`config.mk`:
```
export PLATFORM = sky130hd
export DESIGN_NAME = battery_switchover_monitor
export DESIGN_NICKNAME = d
export VERILOG_FILES = /design/src/logic/supply_monitor_pkg.sv /design/src/logic/battery_switchover_monitor.sv
export SDC_FILE = /design/constraint.sdc
export NUM_CORES = 1
export LEC_CHECK = 0
export BUFFER_PORTS_ARGS = -buffer_cell sky130_fd_sc_hd__buf_2
export CAP_MARGIN = 10
export CORE_AREA = 2 2 164 166
export CTS_BUF_LIST = sky130_fd_sc_hd__clkbuf_8
export CTS_CLUSTER_DIAMETER = 120
export DETAILED_ROUTE_END_ITERATION = 8
export DIE_AREA = 0 0 166 168
export PLACE_DENSITY = 0.52
export SYNTH_ARGS = -nofsm -noshare
export SYNTH_HDL_FRONTEND = slang
export SYNTH_SLANG_ARGS = --single-unit
```
`constraint.sdc`:
```
create_clock -name clk_sys_in -period 6.58 [get_ports clk_sys_in]
set_input_delay 0.987 -clock clk_sys_in [delete_from_list [all_inputs] [get_ports clk_sys_in]]
set_output_delay 0.987 -clock clk_sys_in [all_outputs]
set_load 0.05 [all_outputs]
```
`src/logic/supply_monitor_pkg.sv`:
```
// package: register addresses, field positions, reset values and timing for the supply monitor
// assumes: special function register bus of the core, 8-bit data, 8-bit address
package supply_monitor_pkg;
  // register addresses on the special function register bus
  localparam logic [7:0] ADDR_IRQ_EN_PRIO2   = 8'ha9;
  localparam logic [7:0] ADDR_ADC_START      = 8'hd8;
  localparam logic [7:0] ADDR_BATTERY_RESULT = 8'hdf;
  localparam logic [7:0] ADDR_POWER_IRQ_EN   = 8'hec;
  localparam logic [7:0] ADDR_DELTA_CFG      = 8'hf3;
  localparam logic [7:0] ADDR_PERIPHERAL_CONFIG_CFG     = 8'hf4;
  localparam logic [7:0] ADDR_SWITCH_CFG     = 8'hf5;
  localparam logic [7:0] ADDR_POWER_FLAGS    = 8'hf8;
  localparam logic [7:0] ADDR_BATTERY_THRESH = 8'hfa;
  localparam logic [7:0] ADDR_IRQ_PIN_CFG    = 8'hff;
  localparam logic [7:0] ADDR_WRITE_KEY      = 8'ha7;
  localparam logic [7:0] ADDR_POWER_CONTROL  = 8'hc5;
  localparam logic [7:0] WRITE_KEY_VALUE     = 8'ha7;

  // flag and enable bit positions, shared by the flag and enable registers
  localparam int BIT_SWITCHOVER = 0;
  localparam int BIT_RESTORED   = 1;
  localparam int BIT_RAIL_DELTA = 2;
  localparam int BIT_BATTERY    = 3;
  localparam int BIT_DC_LOW     = 4;
  localparam int BIT_LINE_DIP   = 5;
  localparam int NUM_EVENTS     = 6;

  // other field positions
  localparam int BIT_MASTER_EN      = 7;
  localparam int BIT_RAIL_ON_MAIN   = 6;
  localparam int BIT_PROG_LO        = 0;
  localparam int BIT_PROG_HI        = 1;
  localparam int BIT_TIMEOUT_LO     = 2;
  localparam int BIT_EXT1_LO        = 2;
  localparam int BIT_EXT1_HI        = 4;
  localparam logic [1:0] EXT1_FORCE_CODE = 2'h1;

  // reset values
  localparam logic [7:0] RST_SWITCH_CFG = 8'h01;
  localparam logic [7:0] RST_ZERO       = 8'h00;
  localparam logic [7:0] RST_PERIPHERAL_CONFIG_CFG = 8'h40;
  localparam logic [2:0] RST_POWER_CTRL = 3'h2;

  // timing
  localparam int CLK_HZ           = 20_000_000;
  localparam int QUALIFY_US       = 1000;
  localparam int QUALIFY_CYCLES   = QUALIFY_US * (CLK_HZ / 1_000_000);
  localparam int DC_TIMEOUT_US    = 100;
  localparam int DC_TIMEOUT_CYC   = DC_TIMEOUT_US * (CLK_HZ / 1_000_000);
  localparam int ADC_PERIOD_US    = 500;
  localparam int ADC_PERIOD_CYC   = ADC_PERIOD_US * (CLK_HZ / 1_000_000);
endpackage

```
`src/logic/battery_switchover_monitor.sv`:
```
// battery switchover monitor: selects rail source, latches supply events, shared interrupt
// assumes: comparator and pin inputs are asynchronous; adc strobes and sfr bus are synchronous to clk_sys_in
`timescale 1ns/1ns
module battery_switchover_monitor #(
  parameter int QUALIFY_CYCLES = supply_monitor_pkg::QUALIFY_CYCLES,
  parameter int DC_TIMEOUT_CYC = supply_monitor_pkg::DC_TIMEOUT_CYC,
  parameter int ADC_PERIOD_CYC = supply_monitor_pkg::ADC_PERIOD_CYC
) (
  // clock and reset
  input  wire logic       clk_sys_in,
  input  wire logic       rst_in,
  // sfr bus
  input  wire logic [7:0] sfr_addr_in,
  input  wire logic       sfr_wr_in,
  input  wire logic       sfr_rd_in,
  input  wire logic [7:0] sfr_wdata_in,
  output logic      [7:0] sfr_rdata_out,
  // analog comparators and pins
  input  wire logic       dc_input_low_in,
  input  wire logic       main_supply_low_in,
  input  wire logic       battery_force_pin_in,
  input  wire logic       line_dip_event_in,
  // measurement adcs
  input  wire logic       rail_adc_done_in,
  input  wire logic [7:0] rail_adc_result_in,
  input  wire logic       battery_adc_done_in,
  input  wire logic [7:0] battery_adc_result_in,
  output logic            rail_adc_start_out,
  // outputs
  output logic            rail_on_battery_out,
  output logic            power_irq_out,
  output logic      [2:0] power_ctrl_out
);
  localparam int T_BITS = 32;

  // synchronisers: two stages, only the second stage is read onward
  logic [3:0] sync1_q;
  logic [3:0] sync2_q;
  logic [3:0] async_in;
  assign async_in = {line_dip_event_in, battery_force_pin_in, main_supply_low_in, dc_input_low_in};

  always_ff @(posedge clk_sys_in) begin
    if (rst_in) begin
      sync1_q <= 4'h0;
      sync2_q <= 4'h0;
    end else begin
      sync1_q <= async_in;
      sync2_q <= sync1_q;
    end
  end

  logic dc_low;
  logic main_low;
  logic pin_s;
  logic dip_s;
  logic pin_prev_q;
  logic dip_prev_q;
  assign dc_low   = sync2_q[0];
  assign main_low = sync2_q[1];
  assign pin_s    = sync2_q[2];
  assign dip_s    = sync2_q[3];
  // edge detectors reset low, the idle level of both pins, so reset gives no false edge

  // registers
  logic [7:0] irq_en_prio2_q;
  logic [7:0] power_irq_en_q;
  logic [7:0] delta_cfg_q;
  logic [7:0] peripheral_config_cfg_q;
  logic [7:0] switch_cfg_q;
  logic [7:0] battery_thresh_q;
  logic [7:0] irq_pin_cfg_q;
  logic [7:0] battery_result_q;
  logic [7:0] rail_last_q;
  logic [2:0] power_ctrl_q;
  logic       key_ok_q;
  logic [supply_monitor_pkg::NUM_EVENTS-1:0] flags_q;

  function automatic logic hit(input logic [7:0] addr);
    hit = sfr_wr_in && (sfr_addr_in == addr);
  endfunction

  always_ff @(posedge clk_sys_in) begin
    if (rst_in) begin
      irq_en_prio2_q   <= supply_monitor_pkg::RST_ZERO;
      power_irq_en_q   <= supply_monitor_pkg::RST_ZERO;
      delta_cfg_q      <= supply_monitor_pkg::RST_ZERO;
      peripheral_config_cfg_q     <= supply_monitor_pkg::RST_ZERO;
      switch_cfg_q     <= supply_monitor_pkg::RST_SWITCH_CFG;
      battery_thresh_q <= supply_monitor_pkg::RST_ZERO;
      irq_pin_cfg_q    <= supply_monitor_pkg::RST_ZERO;
    end else begin
      if (hit(supply_monitor_pkg::ADDR_IRQ_EN_PRIO2))   irq_en_prio2_q   <= sfr_wdata_in;
      if (hit(supply_monitor_pkg::ADDR_POWER_IRQ_EN))   power_irq_en_q   <= sfr_wdata_in;
      if (hit(supply_monitor_pkg::ADDR_DELTA_CFG))      delta_cfg_q      <= sfr_wdata_in;
      if (hit(supply_monitor_pkg::ADDR_PERIPHERAL_CONFIG_CFG))     peripheral_config_cfg_q     <= sfr_wdata_in;
      if (hit(supply_monitor_pkg::ADDR_SWITCH_CFG))     switch_cfg_q     <= sfr_wdata_in;
      if (hit(supply_monitor_pkg::ADDR_BATTERY_THRESH)) battery_thresh_q <= sfr_wdata_in;
      if (hit(supply_monitor_pkg::ADDR_IRQ_PIN_CFG))    irq_pin_cfg_q    <= sfr_wdata_in;
    end
  end

  // key unlock: any bus write other than the key itself drops the unlock
  always_ff @(posedge clk_sys_in) begin
    if (rst_in) begin
      key_ok_q     <= 1'b0;
      power_ctrl_q <= supply_monitor_pkg::RST_POWER_CTRL;
    end else if (sfr_wr_in) begin
      key_ok_q <= hit(supply_monitor_pkg::ADDR_WRITE_KEY) &&
                  (sfr_wdata_in == supply_monitor_pkg::WRITE_KEY_VALUE);
      if (hit(supply_monitor_pkg::ADDR_POWER_CONTROL) && key_ok_q) begin
        power_ctrl_q <= sfr_wdata_in[2:0];
      end
    end
  end
  assign power_ctrl_out = power_ctrl_q;

  // switchover causes
  logic sw_disabled;
  logic dc_cause_en;
  logic main_cause_en;
  logic pin_cause_en;
  assign sw_disabled   = switch_cfg_q[supply_monitor_pkg::BIT_PROG_HI];
  assign dc_cause_en   = ~switch_cfg_q[supply_monitor_pkg::BIT_PROG_HI] &
                         ~switch_cfg_q[supply_monitor_pkg::BIT_PROG_LO];
  assign main_cause_en = ~switch_cfg_q[supply_monitor_pkg::BIT_PROG_HI];
  assign pin_cause_en  = (irq_pin_cfg_q[supply_monitor_pkg::BIT_EXT1_LO +: 2] ==
                          supply_monitor_pkg::EXT1_FORCE_CODE);

  // dc low delay selected by timeout field: 1x, 2x, 4x, 8x of the base count
  logic [T_BITS-1:0] dc_timer_q;
  logic [T_BITS-1:0] dc_limit;
  logic              dc_trip;
  assign dc_limit = T_BITS'(DC_TIMEOUT_CYC) <<
                    switch_cfg_q[supply_monitor_pkg::BIT_TIMEOUT_LO +: 2];
  always_ff @(posedge clk_sys_in) begin
    if (rst_in || !dc_low) begin
      dc_timer_q <= '0;
    end else if (dc_timer_q < dc_limit) begin
      dc_timer_q <= dc_timer_q + T_BITS'(1);
    end
  end
  assign dc_trip = dc_low && (dc_timer_q >= dc_limit);

  // qualification timers for return to main
  logic [T_BITS-1:0] main_good_q;
  logic [T_BITS-1:0] dc_good_q;
  logic              main_qual;
  logic              dc_qual;
  always_ff @(posedge clk_sys_in) begin
    if (rst_in || main_low) begin
      main_good_q <= '0;
    end else if (main_good_q < T_BITS'(QUALIFY_CYCLES)) begin
      main_good_q <= main_good_q + T_BITS'(1);
    end
  end
  always_ff @(posedge clk_sys_in) begin
    if (rst_in || dc_low) begin
      dc_good_q <= '0;
    end else if (dc_good_q < T_BITS'(QUALIFY_CYCLES)) begin
      dc_good_q <= dc_good_q + T_BITS'(1);
    end
  end
  assign main_qual = main_good_q >= T_BITS'(QUALIFY_CYCLES);
  assign dc_qual   = dc_good_q >= T_BITS'(QUALIFY_CYCLES);

  // rail source state
  typedef enum logic [1:0] {
    ON_MAIN    = 2'b01,
    ON_BATTERY = 2'b10
  } rail_state_t;
  rail_state_t rail_q;
  logic go_battery;
  logic go_main;
  logic pin_rise;
  assign pin_rise   = pin_s & ~pin_prev_q;
  assign go_battery = (dc_cause_en & dc_trip) |
                      (main_cause_en & main_low) |
                      (pin_cause_en & pin_rise);
  assign go_main = sw_disabled ||
                   ((!dc_cause_en || dc_qual) && main_qual &&
                    (!pin_cause_en || !pin_s));

  always_ff @(posedge clk_sys_in) begin
    if (rst_in) begin
      rail_q     <= ON_MAIN;
      pin_prev_q <= 1'b0;
      dip_prev_q <= 1'b0;
    end else begin
      pin_prev_q <= pin_s;
      dip_prev_q <= dip_s;
      unique case (rail_q)
        ON_MAIN:    if (go_battery && !sw_disabled) rail_q <= ON_BATTERY;
        ON_BATTERY: if (go_main) rail_q <= ON_MAIN;
        default:    rail_q <= ON_MAIN;
      endcase
    end
  end
  assign rail_on_battery_out = (rail_q == ON_BATTERY);

  logic to_battery;
  logic to_main;
  assign to_battery = (rail_q == ON_MAIN) && go_battery && !sw_disabled;
  assign to_main    = (rail_q == ON_BATTERY) && go_main;

  // rail and battery adc handling
  // a start write landing on the periodic tick still gives a single pulse
  logic [T_BITS-1:0] adc_timer_q;
  logic              adc_start_q;
  always_ff @(posedge clk_sys_in) begin
    if (rst_in) begin
      adc_timer_q <= '0;
      adc_start_q <= 1'b0;
    end else begin
      adc_start_q <= hit(supply_monitor_pkg::ADDR_ADC_START) ||
                     (adc_timer_q == T_BITS'(ADC_PERIOD_CYC - 1));
      adc_timer_q <= (adc_timer_q == T_BITS'(ADC_PERIOD_CYC - 1)) ? '0 : adc_timer_q + T_BITS'(1);
    end
  end
  assign rail_adc_start_out = adc_start_q;

  // adc done strobes come from the same clock domain
  logic [7:0] rail_diff;
  always_ff @(posedge clk_sys_in) begin
    if (rst_in) begin
      rail_last_q      <= supply_monitor_pkg::RST_ZERO;
      battery_result_q <= supply_monitor_pkg::RST_ZERO;
    end else begin
      if (rail_adc_done_in) rail_last_q <= rail_adc_result_in;
      if (battery_adc_done_in) battery_result_q <= battery_adc_result_in;
    end
  end
  assign rail_diff = (rail_adc_result_in > rail_last_q) ? rail_adc_result_in - rail_last_q
                                                        : rail_last_q - rail_adc_result_in;

  // event flags
  logic [supply_monitor_pkg::NUM_EVENTS-1:0] set_ev;
  logic [supply_monitor_pkg::NUM_EVENTS-1:0] clr_ev;
  always_comb begin
    set_ev = '0;
    set_ev[supply_monitor_pkg::BIT_SWITCHOVER] = to_battery;
    set_ev[supply_monitor_pkg::BIT_RESTORED]   = to_main;
    set_ev[supply_monitor_pkg::BIT_RAIL_DELTA] = rail_adc_done_in && (rail_diff > delta_cfg_q);
    set_ev[supply_monitor_pkg::BIT_BATTERY]    = battery_adc_done_in;
    set_ev[supply_monitor_pkg::BIT_BATTERY]    = set_ev[supply_monitor_pkg::BIT_BATTERY] ||
                                                 (battery_result_q < battery_thresh_q);
    set_ev[supply_monitor_pkg::BIT_DC_LOW]     = dc_low;
    set_ev[supply_monitor_pkg::BIT_LINE_DIP]   = dip_s & ~dip_prev_q;
    clr_ev = hit(supply_monitor_pkg::ADDR_POWER_FLAGS) ? ~sfr_wdata_in[supply_monitor_pkg::NUM_EVENTS-1:0]
                                                       : '0;
  end

  // set is tested first: an event landing with a software clear must not be lost
  genvar g;
  generate
    for (g = 0; g < supply_monitor_pkg::NUM_EVENTS; g++) begin : g_flag
      always_ff @(posedge clk_sys_in) begin
        if (rst_in) begin
          flags_q[g] <= 1'b0;
        end else if (set_ev[g]) begin
          flags_q[g] <= 1'b1;
        end else if (clr_ev[g]) begin
          flags_q[g] <= 1'b0;
        end
      end
    end
  endgenerate

  logic irq_pending;
  assign irq_pending   = |(flags_q & power_irq_en_q[supply_monitor_pkg::NUM_EVENTS-1:0]);
  assign power_irq_out = irq_pending & irq_en_prio2_q[supply_monitor_pkg::BIT_MASTER_EN];

  // read mux
  logic [7:0] peripheral_config_view;
  always_comb begin
    peripheral_config_view = peripheral_config_cfg_q;
    peripheral_config_view[supply_monitor_pkg::BIT_RAIL_ON_MAIN] = (rail_q == ON_MAIN);
  end
  always_comb begin
    sfr_rdata_out = 8'h00;
    if (sfr_rd_in) begin
      unique case (sfr_addr_in)
        supply_monitor_pkg::ADDR_IRQ_EN_PRIO2:   sfr_rdata_out = irq_en_prio2_q;
        supply_monitor_pkg::ADDR_ADC_START:      sfr_rdata_out = 8'h00;
        supply_monitor_pkg::ADDR_BATTERY_RESULT: sfr_rdata_out = battery_result_q;
        supply_monitor_pkg::ADDR_POWER_IRQ_EN:   sfr_rdata_out = power_irq_en_q;
        supply_monitor_pkg::ADDR_DELTA_CFG:      sfr_rdata_out = delta_cfg_q;
        supply_monitor_pkg::ADDR_PERIPHERAL_CONFIG_CFG:     sfr_rdata_out = peripheral_config_view;
        supply_monitor_pkg::ADDR_SWITCH_CFG:     sfr_rdata_out = switch_cfg_q;
        supply_monitor_pkg::ADDR_POWER_FLAGS:    sfr_rdata_out = 8'(flags_q);
        supply_monitor_pkg::ADDR_BATTERY_THRESH: sfr_rdata_out = battery_thresh_q;
        supply_monitor_pkg::ADDR_IRQ_PIN_CFG:    sfr_rdata_out = irq_pin_cfg_q;
        supply_monitor_pkg::ADDR_POWER_CONTROL:  sfr_rdata_out = {5'h00, power_ctrl_q};
        default:                                 sfr_rdata_out = 8'h00;
      endcase
    end
  end

  // assertions
  a_irq_master_gate: assert property (@(posedge clk_sys_in) disable iff (rst_in)
    !irq_en_prio2_q[supply_monitor_pkg::BIT_MASTER_EN] |-> !power_irq_out)
    else $error("interrupt delivered without master enable");
  a_irq_any_flag: assert property (@(posedge clk_sys_in) disable iff (rst_in)
    (irq_pending && irq_en_prio2_q[supply_monitor_pkg::BIT_MASTER_EN]) |-> power_irq_out)
    else $error("enabled flag did not raise interrupt");
  a_switch_flag_set: assert property (@(posedge clk_sys_in) disable iff (rst_in)
    ($rose(rail_q == ON_BATTERY)) |-> flags_q[supply_monitor_pkg::BIT_SWITCHOVER])
    else $error("switchover flag missing");
  a_restore_flag_set: assert property (@(posedge clk_sys_in) disable iff (rst_in)
    ($fell(rail_q == ON_BATTERY)) |-> flags_q[supply_monitor_pkg::BIT_RESTORED])
    else $error("restored flag missing");
  a_flag_sticky: assert property (@(posedge clk_sys_in) disable iff (rst_in)
    (flags_q[supply_monitor_pkg::BIT_SWITCHOVER] && !hit(supply_monitor_pkg::ADDR_POWER_FLAGS))
      |=> flags_q[supply_monitor_pkg::BIT_SWITCHOVER])
    else $error("flag dropped without clear");
  a_disable_holds: assert property (@(posedge clk_sys_in) disable iff (rst_in)
    sw_disabled |=> (rail_q == ON_MAIN))
    else $error("rail on battery while switchover disabled");
  a_main_low_switch: assert property (@(posedge clk_sys_in) disable iff (rst_in)
    (rail_q == ON_MAIN && main_low && main_cause_en) |=> (rail_q == ON_BATTERY))
    else $error("main low did not switch");
  a_return_qualified: assert property (@(posedge clk_sys_in) disable iff (rst_in)
    (rail_q == ON_BATTERY && !sw_disabled && !main_qual) |=> (rail_q == ON_BATTERY))
    else $error("returned to main before qualification");
  a_key_gate: assert property (@(posedge clk_sys_in) disable iff (rst_in)
    (hit(supply_monitor_pkg::ADDR_POWER_CONTROL) && !key_ok_q) |=> $stable(power_ctrl_q))
    else $error("power control written without key");
  a_pin_force: assert property (@(posedge clk_sys_in) disable iff (rst_in)
    (rail_q == ON_MAIN && !sw_disabled && pin_cause_en && pin_rise) |=> (rail_q == ON_BATTERY))
    else $error("force pin did not switch");
  a_pin_holds: assert property (@(posedge clk_sys_in) disable iff (rst_in)
    (rail_q == ON_BATTERY && !sw_disabled && pin_cause_en && pin_s) |=> (rail_q == ON_BATTERY))
    else $error("returned to main while force pin high");
  a_dc_timeout: assert property (@(posedge clk_sys_in) disable iff (rst_in)
    (rail_q == ON_MAIN && dc_low && dc_timer_q < dc_limit && !main_low && !pin_rise) |=> (rail_q == ON_MAIN))
    else $error("dc low switched before its timeout");
  a_dc_flag: assert property (@(posedge clk_sys_in) disable iff (rst_in)
    dc_low |=> flags_q[supply_monitor_pkg::BIT_DC_LOW])
    else $error("dc low flag missing");
  a_set_wins: assert property (@(posedge clk_sys_in) disable iff (rst_in)
    (set_ev[supply_monitor_pkg::BIT_DC_LOW] && clr_ev[supply_monitor_pkg::BIT_DC_LOW])
      |=> flags_q[supply_monitor_pkg::BIT_DC_LOW])
    else $error("clear beat a same cycle set");
  a_dip_flag: assert property (@(posedge clk_sys_in) disable iff (rst_in)
    (dip_s && !dip_prev_q) |=> flags_q[supply_monitor_pkg::BIT_LINE_DIP])
    else $error("line dip flag missing");
  a_sync_stages: assert property (@(posedge clk_sys_in) disable iff (rst_in)
    $rose(main_low) |-> ($past(main_supply_low_in, 2) && !$past(main_supply_low_in, 3)))
    else $error("main supply low reached logic without two stages");
endmodule

```
======== Word-level counts from Yosys, hierarchy flattened ========
Index checks and enable logic that the tools add are counted.
Widths: inputs -> output; s select.
word-level totals
  flip-flop bits (word level) ............. 223
  input port bits ......................... 42
  output and inout port bits .............. 14
  logic and storage cells ................. 140
cells by class
  add/sub/neg operators ................... 6
  $lt $le $gt $ge ......................... 9
  eq/ne operators ......................... 19
  shift-type cells ........................ 1
  muxes and demuxes ....................... 19
  bitwise logic cells ..................... 15
  reduce and logical (&&, ||, !) cells .... 44
operators by type and width
  kind                   number
  $add 32x1->32 const B  4
  $eq 8x8->1 const B     13
  $pmux 8 s10            1
  $ge 32x15->1 const B   2
  $lt 32x15->1 const B   2
  $eq 32x14->1 const B   1
  $ge 32x32->1           1
  $lt 32x32->1           1
  $shl 11x2->32 const A  1
  $logic_and 1x1->1      21
  $gt 8x8->1             2
  $mux 8                 2
  $sub 8x8->8            2
  $mux 1                 12
  $reduce_bool 2->1      6
  $logic_or 1x1->1       8
  $lt 8x8->1             1
  $and 1x1->1            7
  $and 6x6->6            1
  $mux 6                 1
  $not 6->6              1
  $reduce_or 6->1        1
  $logic_not 1->1        5
  $eq 2x1->1 const B     2
  other kinds (8)        15

======== Longest topological paths before layout ========
Gate-level depths: netlist (run 1).
  depth after elaboration ................. 9
  gate-level depth with buffers ........... 17
  mapped depth without buffers ............ 17

======== Worst setup path after synthesis (run 1) ========
OpenSTA, ideal clock, no wires.
  path kind ............................... input to output
  from .................................... input sfr_addr_in[6]
  to ...................................... output sfr_rdata_out[0]
  arrival time ............................ 3.224 ns
  required time ........................... 5.593 ns
  setup slack ............................. 2.369 ns
  stages .................................. 7
  buffers on the path ..................... 2
  path through ............................ clkbuf_1 -> nand4_1 -> nor3_1 -> and2_0 -> buf_2 -> nand2_1 -> a31oi_1
on the way
  cells in the longest elaborated chain, start to end .. 3
  elaborated cells between the ends (all ways) .. 12
  those cells by class .................... 10 x eq/ne; 2 x mux
RTL lines
  element          RTL line                           source
  start, declared  battery_switchover_monitor.sv:13   input wire logic [7:0] sfr_addr_in,
  $eq 8x8->1       battery_switchover_monitor.sv:281  unique case (sfr_addr_in)
  $pmux 8 s10 *    battery_switchover_monitor.sv:281
  $mux 8 *         battery_switchover_monitor.sv:280  if (sfr_rd_in) begin
  end, declared    battery_switchover_monitor.sv:17   output logic [7:0] sfr_rdata_out,
Mark *: on every way between the ends. The rest lies on a longest branch, timed or not.

======== Worst setup path after layout (run 1) ========
  from .................................... input sfr_addr_in[6]
  to ...................................... output sfr_rdata_out[1]
The elaborated chain is that of the path after synthesis.

==> results.ini, run 1 <==
[critical_path]
crit_family = simple AND/OR/NAND/NOR gates
crit_top_cell = buf_2
critPathCaptureType = output pin
crit_required_ns = 5.59
slowest_delay_ns = 0.72
worstSetupStartpointType = input pin
worstPathMaxFanout = 14
cp_num_buf_inv = 2
crit_chain = buf_2 -> nand4_1 -> nor3_1 -> and2_0 -> a222oi_1 -> o311a_1 -> a21oi_1 -> buf_2
critPathKind = input pin to output pin
cp.arrival_ns = 3.71
slowest_stage = and2_0

[floorplanning]
core_sq_um = 26400
die_w_um = 166
row_count = 60
die_h_um = 168
ioPinCount = 56
initial_core_util_pct = 39.2
fp.dieArea_sq_um = 27900

[timing]
max_slew_margin_pct = 32.6
min_period_ns = 4.70
report.final.slew_viol_count = 0
fmax_mhz = 213
fin_worst_skew_ns = 0.0244
fin_crit_sh_pct = 71.4
worst_pin_slew_ns = 1.01
report.final.setup_viol = 0
finalSetupTns_ns = 0
hold_violations = 0
hold_ws_ns = 0.437
rsz0062_at_grt = false

[power_and_ir_drop]
leakagePower_uw = 0.00443
powerDensity_nw_per_um2 = 241
peakVddDrop_mv = 0.116

[cells_and_area]
area_growth_pct = 12.6
final_nets = 1336
drive_above_1_share_pct = 11.3
finalNonFillerCells = 1611
final_cell_area_sq_um = 11600
final_cell_mix = dfxtp_1, nand2_1, nor2_1
layout_commonest_cell = dfxtp_1

[global_route]
track_usage_pct = 18.8
overflow = 0
grt_max_degree = 67
grt_pass1_vias = 8104
antenna_found_initial = 3
grt_first_pass_wirelength_um = 43000

[flow_run]
cap_violations = 0

[route]
avgRoutedWirePerCell_um = 16.3
postRouteAntennaNets = 0
drc = 0
drtPass1Iterations = 5
met2RoutedLength_um = 11600
drt_iter0_drc = 684
wl_met1_um = 12500
via_per_inst = 5.24
top_layer = met5
via_count = 8440
wl_met3_um = 1320
wirelength_um = 26300

[yosys]
synth_flop_cell = dfxtp_1
syn_area_per_cell_sq_um = 8.60
synthArstFlopShare_pct = 0
synth-seq-area-share_pct = 43.0
synth_seq_cells = 222
netlist_instances = 1203
synth_area_leader_cell = dfxtp_1
yosysWarnings = 0
synth_area_leaders = dfxtp_1, ha_1, a21oi_1
syn-num-nets = 1292
netlist_area_sq_um = 10300
ys_types = 67
synth_edf_count = 0
synth.top_cell.area_share_pct = 43.0

[placement]
dp_hpwl_um = 18100
dp_cells = 1545
postPlaceCellArea_sq_um = 10900
io_buffers = 55
gp_congestion = 0.901

[clock_tree]
cts.reportedPaths.clkPinSlew_ns = 0.05
cts_sinks = 222
clk_latency_ns = 0.54
cts_made_buffers = 41
holdBufCountCts = 0
cts_tree = built
cts_resized = 0
htreeDepth = 2
cts-root-buf = clkbuf_8
postCtsSetupRepairBufs = 0
clk_path_buf_depth = 3

[min_path]
hold_class = flip-flop to flip-flop

[status]
status = complete, no violations

[path summary, 6_finish.rpt]
| kind | start | end | slack (ns) | cells past startpoint |
|---|---|---|---|---|
| worst min-delay path | sync1_q[0] | sync2_q[0] | 0.44 | 1 |
| worst max register to register | rail_last_q[5] | flags_q[2] | 3.20 | 14 |
| worst max-delay path | sfr_addr_in[6] | sfr_rdata_out[1] | 1.88 | 8 |
| worst min register to register | sync1_q[0] | sync2_q[0] | 0.44 | 1 |
[cells in the mapped netlist (all sizes together), types with 4 or more instances]
master	n
a222oi	8
nand2	110
dfxtp	222
mux2i	27
mux2	6
o21ai	30
a31oi	12
nand3	82
o21a	7
and4	10
inv	54
xnor2	21
nor2	109
nor2b	19
xor2	42
clkbuf	56
a221oi	6
nor4	20
nor4b	4
or2	5
nand2b	9
or3	12
nand3b	4
nand4	34
a21o	5
a22oi	12
and2	59
a21oi	93
and3	16
buf	10
nor3	16
ha	45
[cell families after synthesis]
logic type	count (synthesis)	share of synthesized area (%)
AO/OA/AOI/OAI	197	12.1
XOR/XNOR	63	5.34
adder cells (fa/ha/maj)	47	5.83
buffers and inverters	120	4.48
flip-flops	222	43.0
multiplexers	33	3.27
AND/OR/NAND/NOR	521	26.0
[flip-flops by register name, indices dropped and copies added, names as in the netlist]
| signal | flops |
|---|---|
| irq_en_prio2_q | 8 |
| pin_prev_q | 1 |
| delta_cfg_q | 8 |
| switch_cfg_q | 8 |
| peripheral_config_cfg_q | 7 |
| rail_q | 2 |
| rail_last_q | 8 |
| dc_good_q | 32 |
| main_good_q | 32 |
| battery_thresh_q | 8 |
| sync1_q | 4 |
| irq_pin_cfg_q | 8 |
| sync2_q | 4 |
| power_ctrl_out | 3 |
| battery_result_q | 8 |
| key_ok_q | 1 |
| rail_adc_start_out | 1 |
| dip_prev_q | 1 |
| flags_q | 6 |
| adc_timer_q | 32 |
| power_irq_en_q | 8 |
| dc_timer_q | 32 |
[cell type report]
type	count	area, sq um
diodes	1	2.50
clock buffers	50	688
fillers	2618	14700
clock inverters	15	61.3
flip-flops and latches	222	4440
multi-input cells	861	5450
repair buffers	67	368
inverters	54	203
well taps	341	427
[power by group]
part	total (uW)	switching (uW)	internal [uW]
Combinational	202	123	79.7
Clock	1220	549	675
Sequential	1380	14.3	1360
[through the flow]
stage | setup WS, ns | total power [uW] | utilization [%]
global placement | 1.97 | 1610 | 41.3
finish | 1.88 | 2800 | 44.2
global route | 1.78 | 2950 | 44.2
floorplan | 2.37 | 1550 | -
CTS | 1.94 | 2850 | 44.2
detailed placement | 1.95 | 1610 | 41.3
[metal layers]
metal | global-route usage (%) | vias to the layer above
li1 | - | 4274
met1 | 25.1 | 3928
met2 | 29.4 | 183
met3 | 4.25 | 53
met4 | 7.56 | 2
met5 | 0 | -
No activity file was read; power rests on OpenSTA's default activity.
==> run 2: changes to the inputs <==
--- a/config.mk
+++ b/config.mk
@@ -12,7 +12,7 @@
 export CTS_CLUSTER_DIAMETER = 120
 export DETAILED_ROUTE_END_ITERATION = 8
 export DIE_AREA = 0 0 166 168
-export PLACE_DENSITY = 0.52
+export PLACE_DENSITY = 0.54
 export SYNTH_ARGS = -nofsm -noshare
 export SYNTH_HDL_FRONTEND = slang
 export SYNTH_SLANG_ARGS = --single-unit
==> constraint.sdc (replaced) <==
create_clock -name clk_sys_in -period 4.25 [get_ports clk_sys_in]
set_input_delay 0.6375 -clock clk_sys_in [delete_from_list [all_inputs] [get_ports clk_sys_in]]
set_output_delay 0.6375 -clock clk_sys_in [all_outputs]
set_load 0.05 [all_outputs]
==> run 2 against run 1 <==
- global-route usage decreased by 0.26 points
- worst hold slack got worse by 0.12 ns
- combinational power increased by 55%
- sequential power increased by 54%
- core utilization increased by 0.46 points
- non-clock buffer count increased by 6
- largest power group unchanged
- worst setup slack got worse by 1.1 ns
- die area unchanged
- register-to-register slack got worse by 2.4 ns
- critical path depth increased by 1
- count of clock-buffer cells in the layout increased by 2
==> results.ini, run 2 (synthesis results as in run 1) <==
[status]
status = complete, no violations

[power_and_ir_drop]
leakagePower_uw = 0.00451  ; +1.8%
peakVddDrop_mv = 0.311  ; +170%
powerDensity_nw_per_um2 = 382  ; +58%

[clock_tree]
cts-root-buf = clkbuf_8
cts_tree = built
cts_sinks = 222  ; unchanged
htreeDepth = 2  ; unchanged
clk_path_buf_depth = 3  ; unchanged
postCtsSetupRepairBufs = 0  ; unchanged
cts_resized = 0  ; unchanged
cts_made_buffers = 42  ; +2.4%
cts.reportedPaths.clkPinSlew_ns = 0.05  ; about the same
clk_latency_ns = 0.54  ; about the same
holdBufCountCts = 0  ; unchanged

[floorplanning]
die_w_um = 166  ; unchanged
die_h_um = 168  ; unchanged
row_count = 60  ; unchanged
initial_core_util_pct = 39.2  ; unchanged
fp.dieArea_sq_um = 27900  ; unchanged
ioPinCount = 56  ; unchanged
core_sq_um = 26400  ; unchanged

[cells_and_area]
area_growth_pct = 13.7
final_nets = 1343  ; +0.52%
finalNonFillerCells = 1624  ; +0.81%
layout_commonest_cell = dfxtp_1
drive_above_1_share_pct = 12.0  ; +0.73 points
insertedDiodeCount = 0  ; -1
final_cell_mix = dfxtp_1, nand2_1, nor2_1
fillCellCount = 2621  ; +0.11%

[timing]
fin_crit_sh_pct = 82.1
worst_pin_slew_ns = 0.862  ; -0.149 ns
fin_worst_skew_ns = 0.0251  ; +0.000682 ns
finalSetupTns_ns = 0  ; unchanged
rsz0062_at_grt = false
min_period_ns = 3.49
report.final.slew_viol_count = 0  ; unchanged
report.final.setup_viol = 0  ; unchanged
fmax_mhz = 287
max_slew_margin_pct = 42.3  ; +9.7 points
hold_violations = 0  ; unchanged

[critical_path]
cp.arrival_ns = 2.85  ; -0.86 ns
crit_top_cell = buf_2
critPathCaptureType = output pin
critPathKind = input pin to output pin
crit_chain = buf_2 -> nand4_1 -> buf_4 -> nor3_1 -> and2_0 -> a222oi_1 -> o311a_1 -> a21oi_1 -> buf_2
worstSetupStartpointType = input pin
worstPathMaxFanout = 9  ; -5
crit_family = simple AND/OR/NAND/NOR gates
slowest_delay_ns = 0.48  ; -0.24 ns
crit_required_ns = 3.61  ; -1.98 ns
cp_num_buf_inv = 3  ; +1
slowest_stage = and2_0

[route]
drt_iter0_drc = 608  ; -11%
postRouteAntennaNets = 0  ; unchanged
via_per_inst = 5.23  ; -0.21%
via_count = 8490  ; +0.59%
wirelength_um = 25500  ; -2.8%
avgRoutedWirePerCell_um = 15.7  ; -3.6%
drtPass1Iterations = 7  ; +2
drc = 0  ; unchanged

[placement]
io_buffers = 55  ; unchanged
gp_congestion = 0.797  ; -12%
dp_cells = 1551  ; +0.39%
dp_hpwl_um = 17700  ; -2.7%

[min_path]
hold_class = input pin to flip-flop

[global_route]
track_usage_pct = 18.5  ; -0.26 points
grt_pass1_vias = 8229  ; +1.5%
overflow = 0  ; unchanged
grt_first_pass_wirelength_um = 42800  ; -0.29%
antenna_found_initial = 1  ; -2
grt_max_degree = 55  ; -18%

[flow_run]
cap_violations = 0  ; unchanged

run 2: changes by cell type in the layout (fill, tap and decap cells not counted), sizes merged:
cell | previous run | this run
buf | 67 | 73
inv | 67 | 70
clkbuf | 50 | 52
clkinv | 1 | 3
bufinv | 0 | 1
diode | 1 | 0
run 2: path summary, 6_finish.rpt:
kind                      from               end  slack [ns]  cells after the start
max             sfr_addr_in[6]  sfr_rdata_out[1]        0.76                      9
min          line_dip_event_in        sync1_q[3]        0.31                      2
max reg2reg     rail_last_q[5]        flags_q[2]        0.85                     14
min reg2reg         sync1_q[3]        sync2_q[3]        0.43                      1
run 2: power by group:
part	total [uW]	leakage [uW]	switching [uW]	internal [uW]
clock network	2040	0.000485	888	1160
registers	2130	0.00180	22.3	2110
logic	313	0.00223	189	124
run 2: final cells by class:
cell class,instances,area (sq um),area share [%]
Timing Repair Buffer,73,413,3.51
Sequential cell,222,4440,37.8
Inverter,54,203,1.72
Multi-Input combinational cell,861,5450,46.3
Clock inverter,21,113,0.958
Clock buffer,52,716,6.09
Tap cell,341,427,3.63
run 2: per-layer routing:
layer / part of all wire (%) / routed length [um] / GRT usage, % / vias up
met1: 48 / 12300 / 25.6 / 3935
met5: 0.043 / 11 / 0 / -
li1: - / - / - / 4302
met3: 5.3 / 1350 / 3.24 / 58
met2: 44 / 11200 / 29.4 / 193
met4: 2.8 / 726 / 6.05 / 2
run 2: stage by stage:
stage / setup WS [ns] / area (sq um) / utilization, % / total power (uW) / hold WS, ns
floorplan: 0.738 / 10300 / - / 2400 / 0.414
global placement: 0.479 / 10900 / 41.5 / 2490 / 0.424
detailed placement: 0.417 / 10900 / 41.5 / 2490 / 0.426
CTS: 0.794 / 11800 / 44.6 / 4560 / 0.290
global route: 0.492 / 11800 / 44.6 / 4690 / 0.315
finish: 0.762 / 11800 / 44.6 / 4490 / 0.315
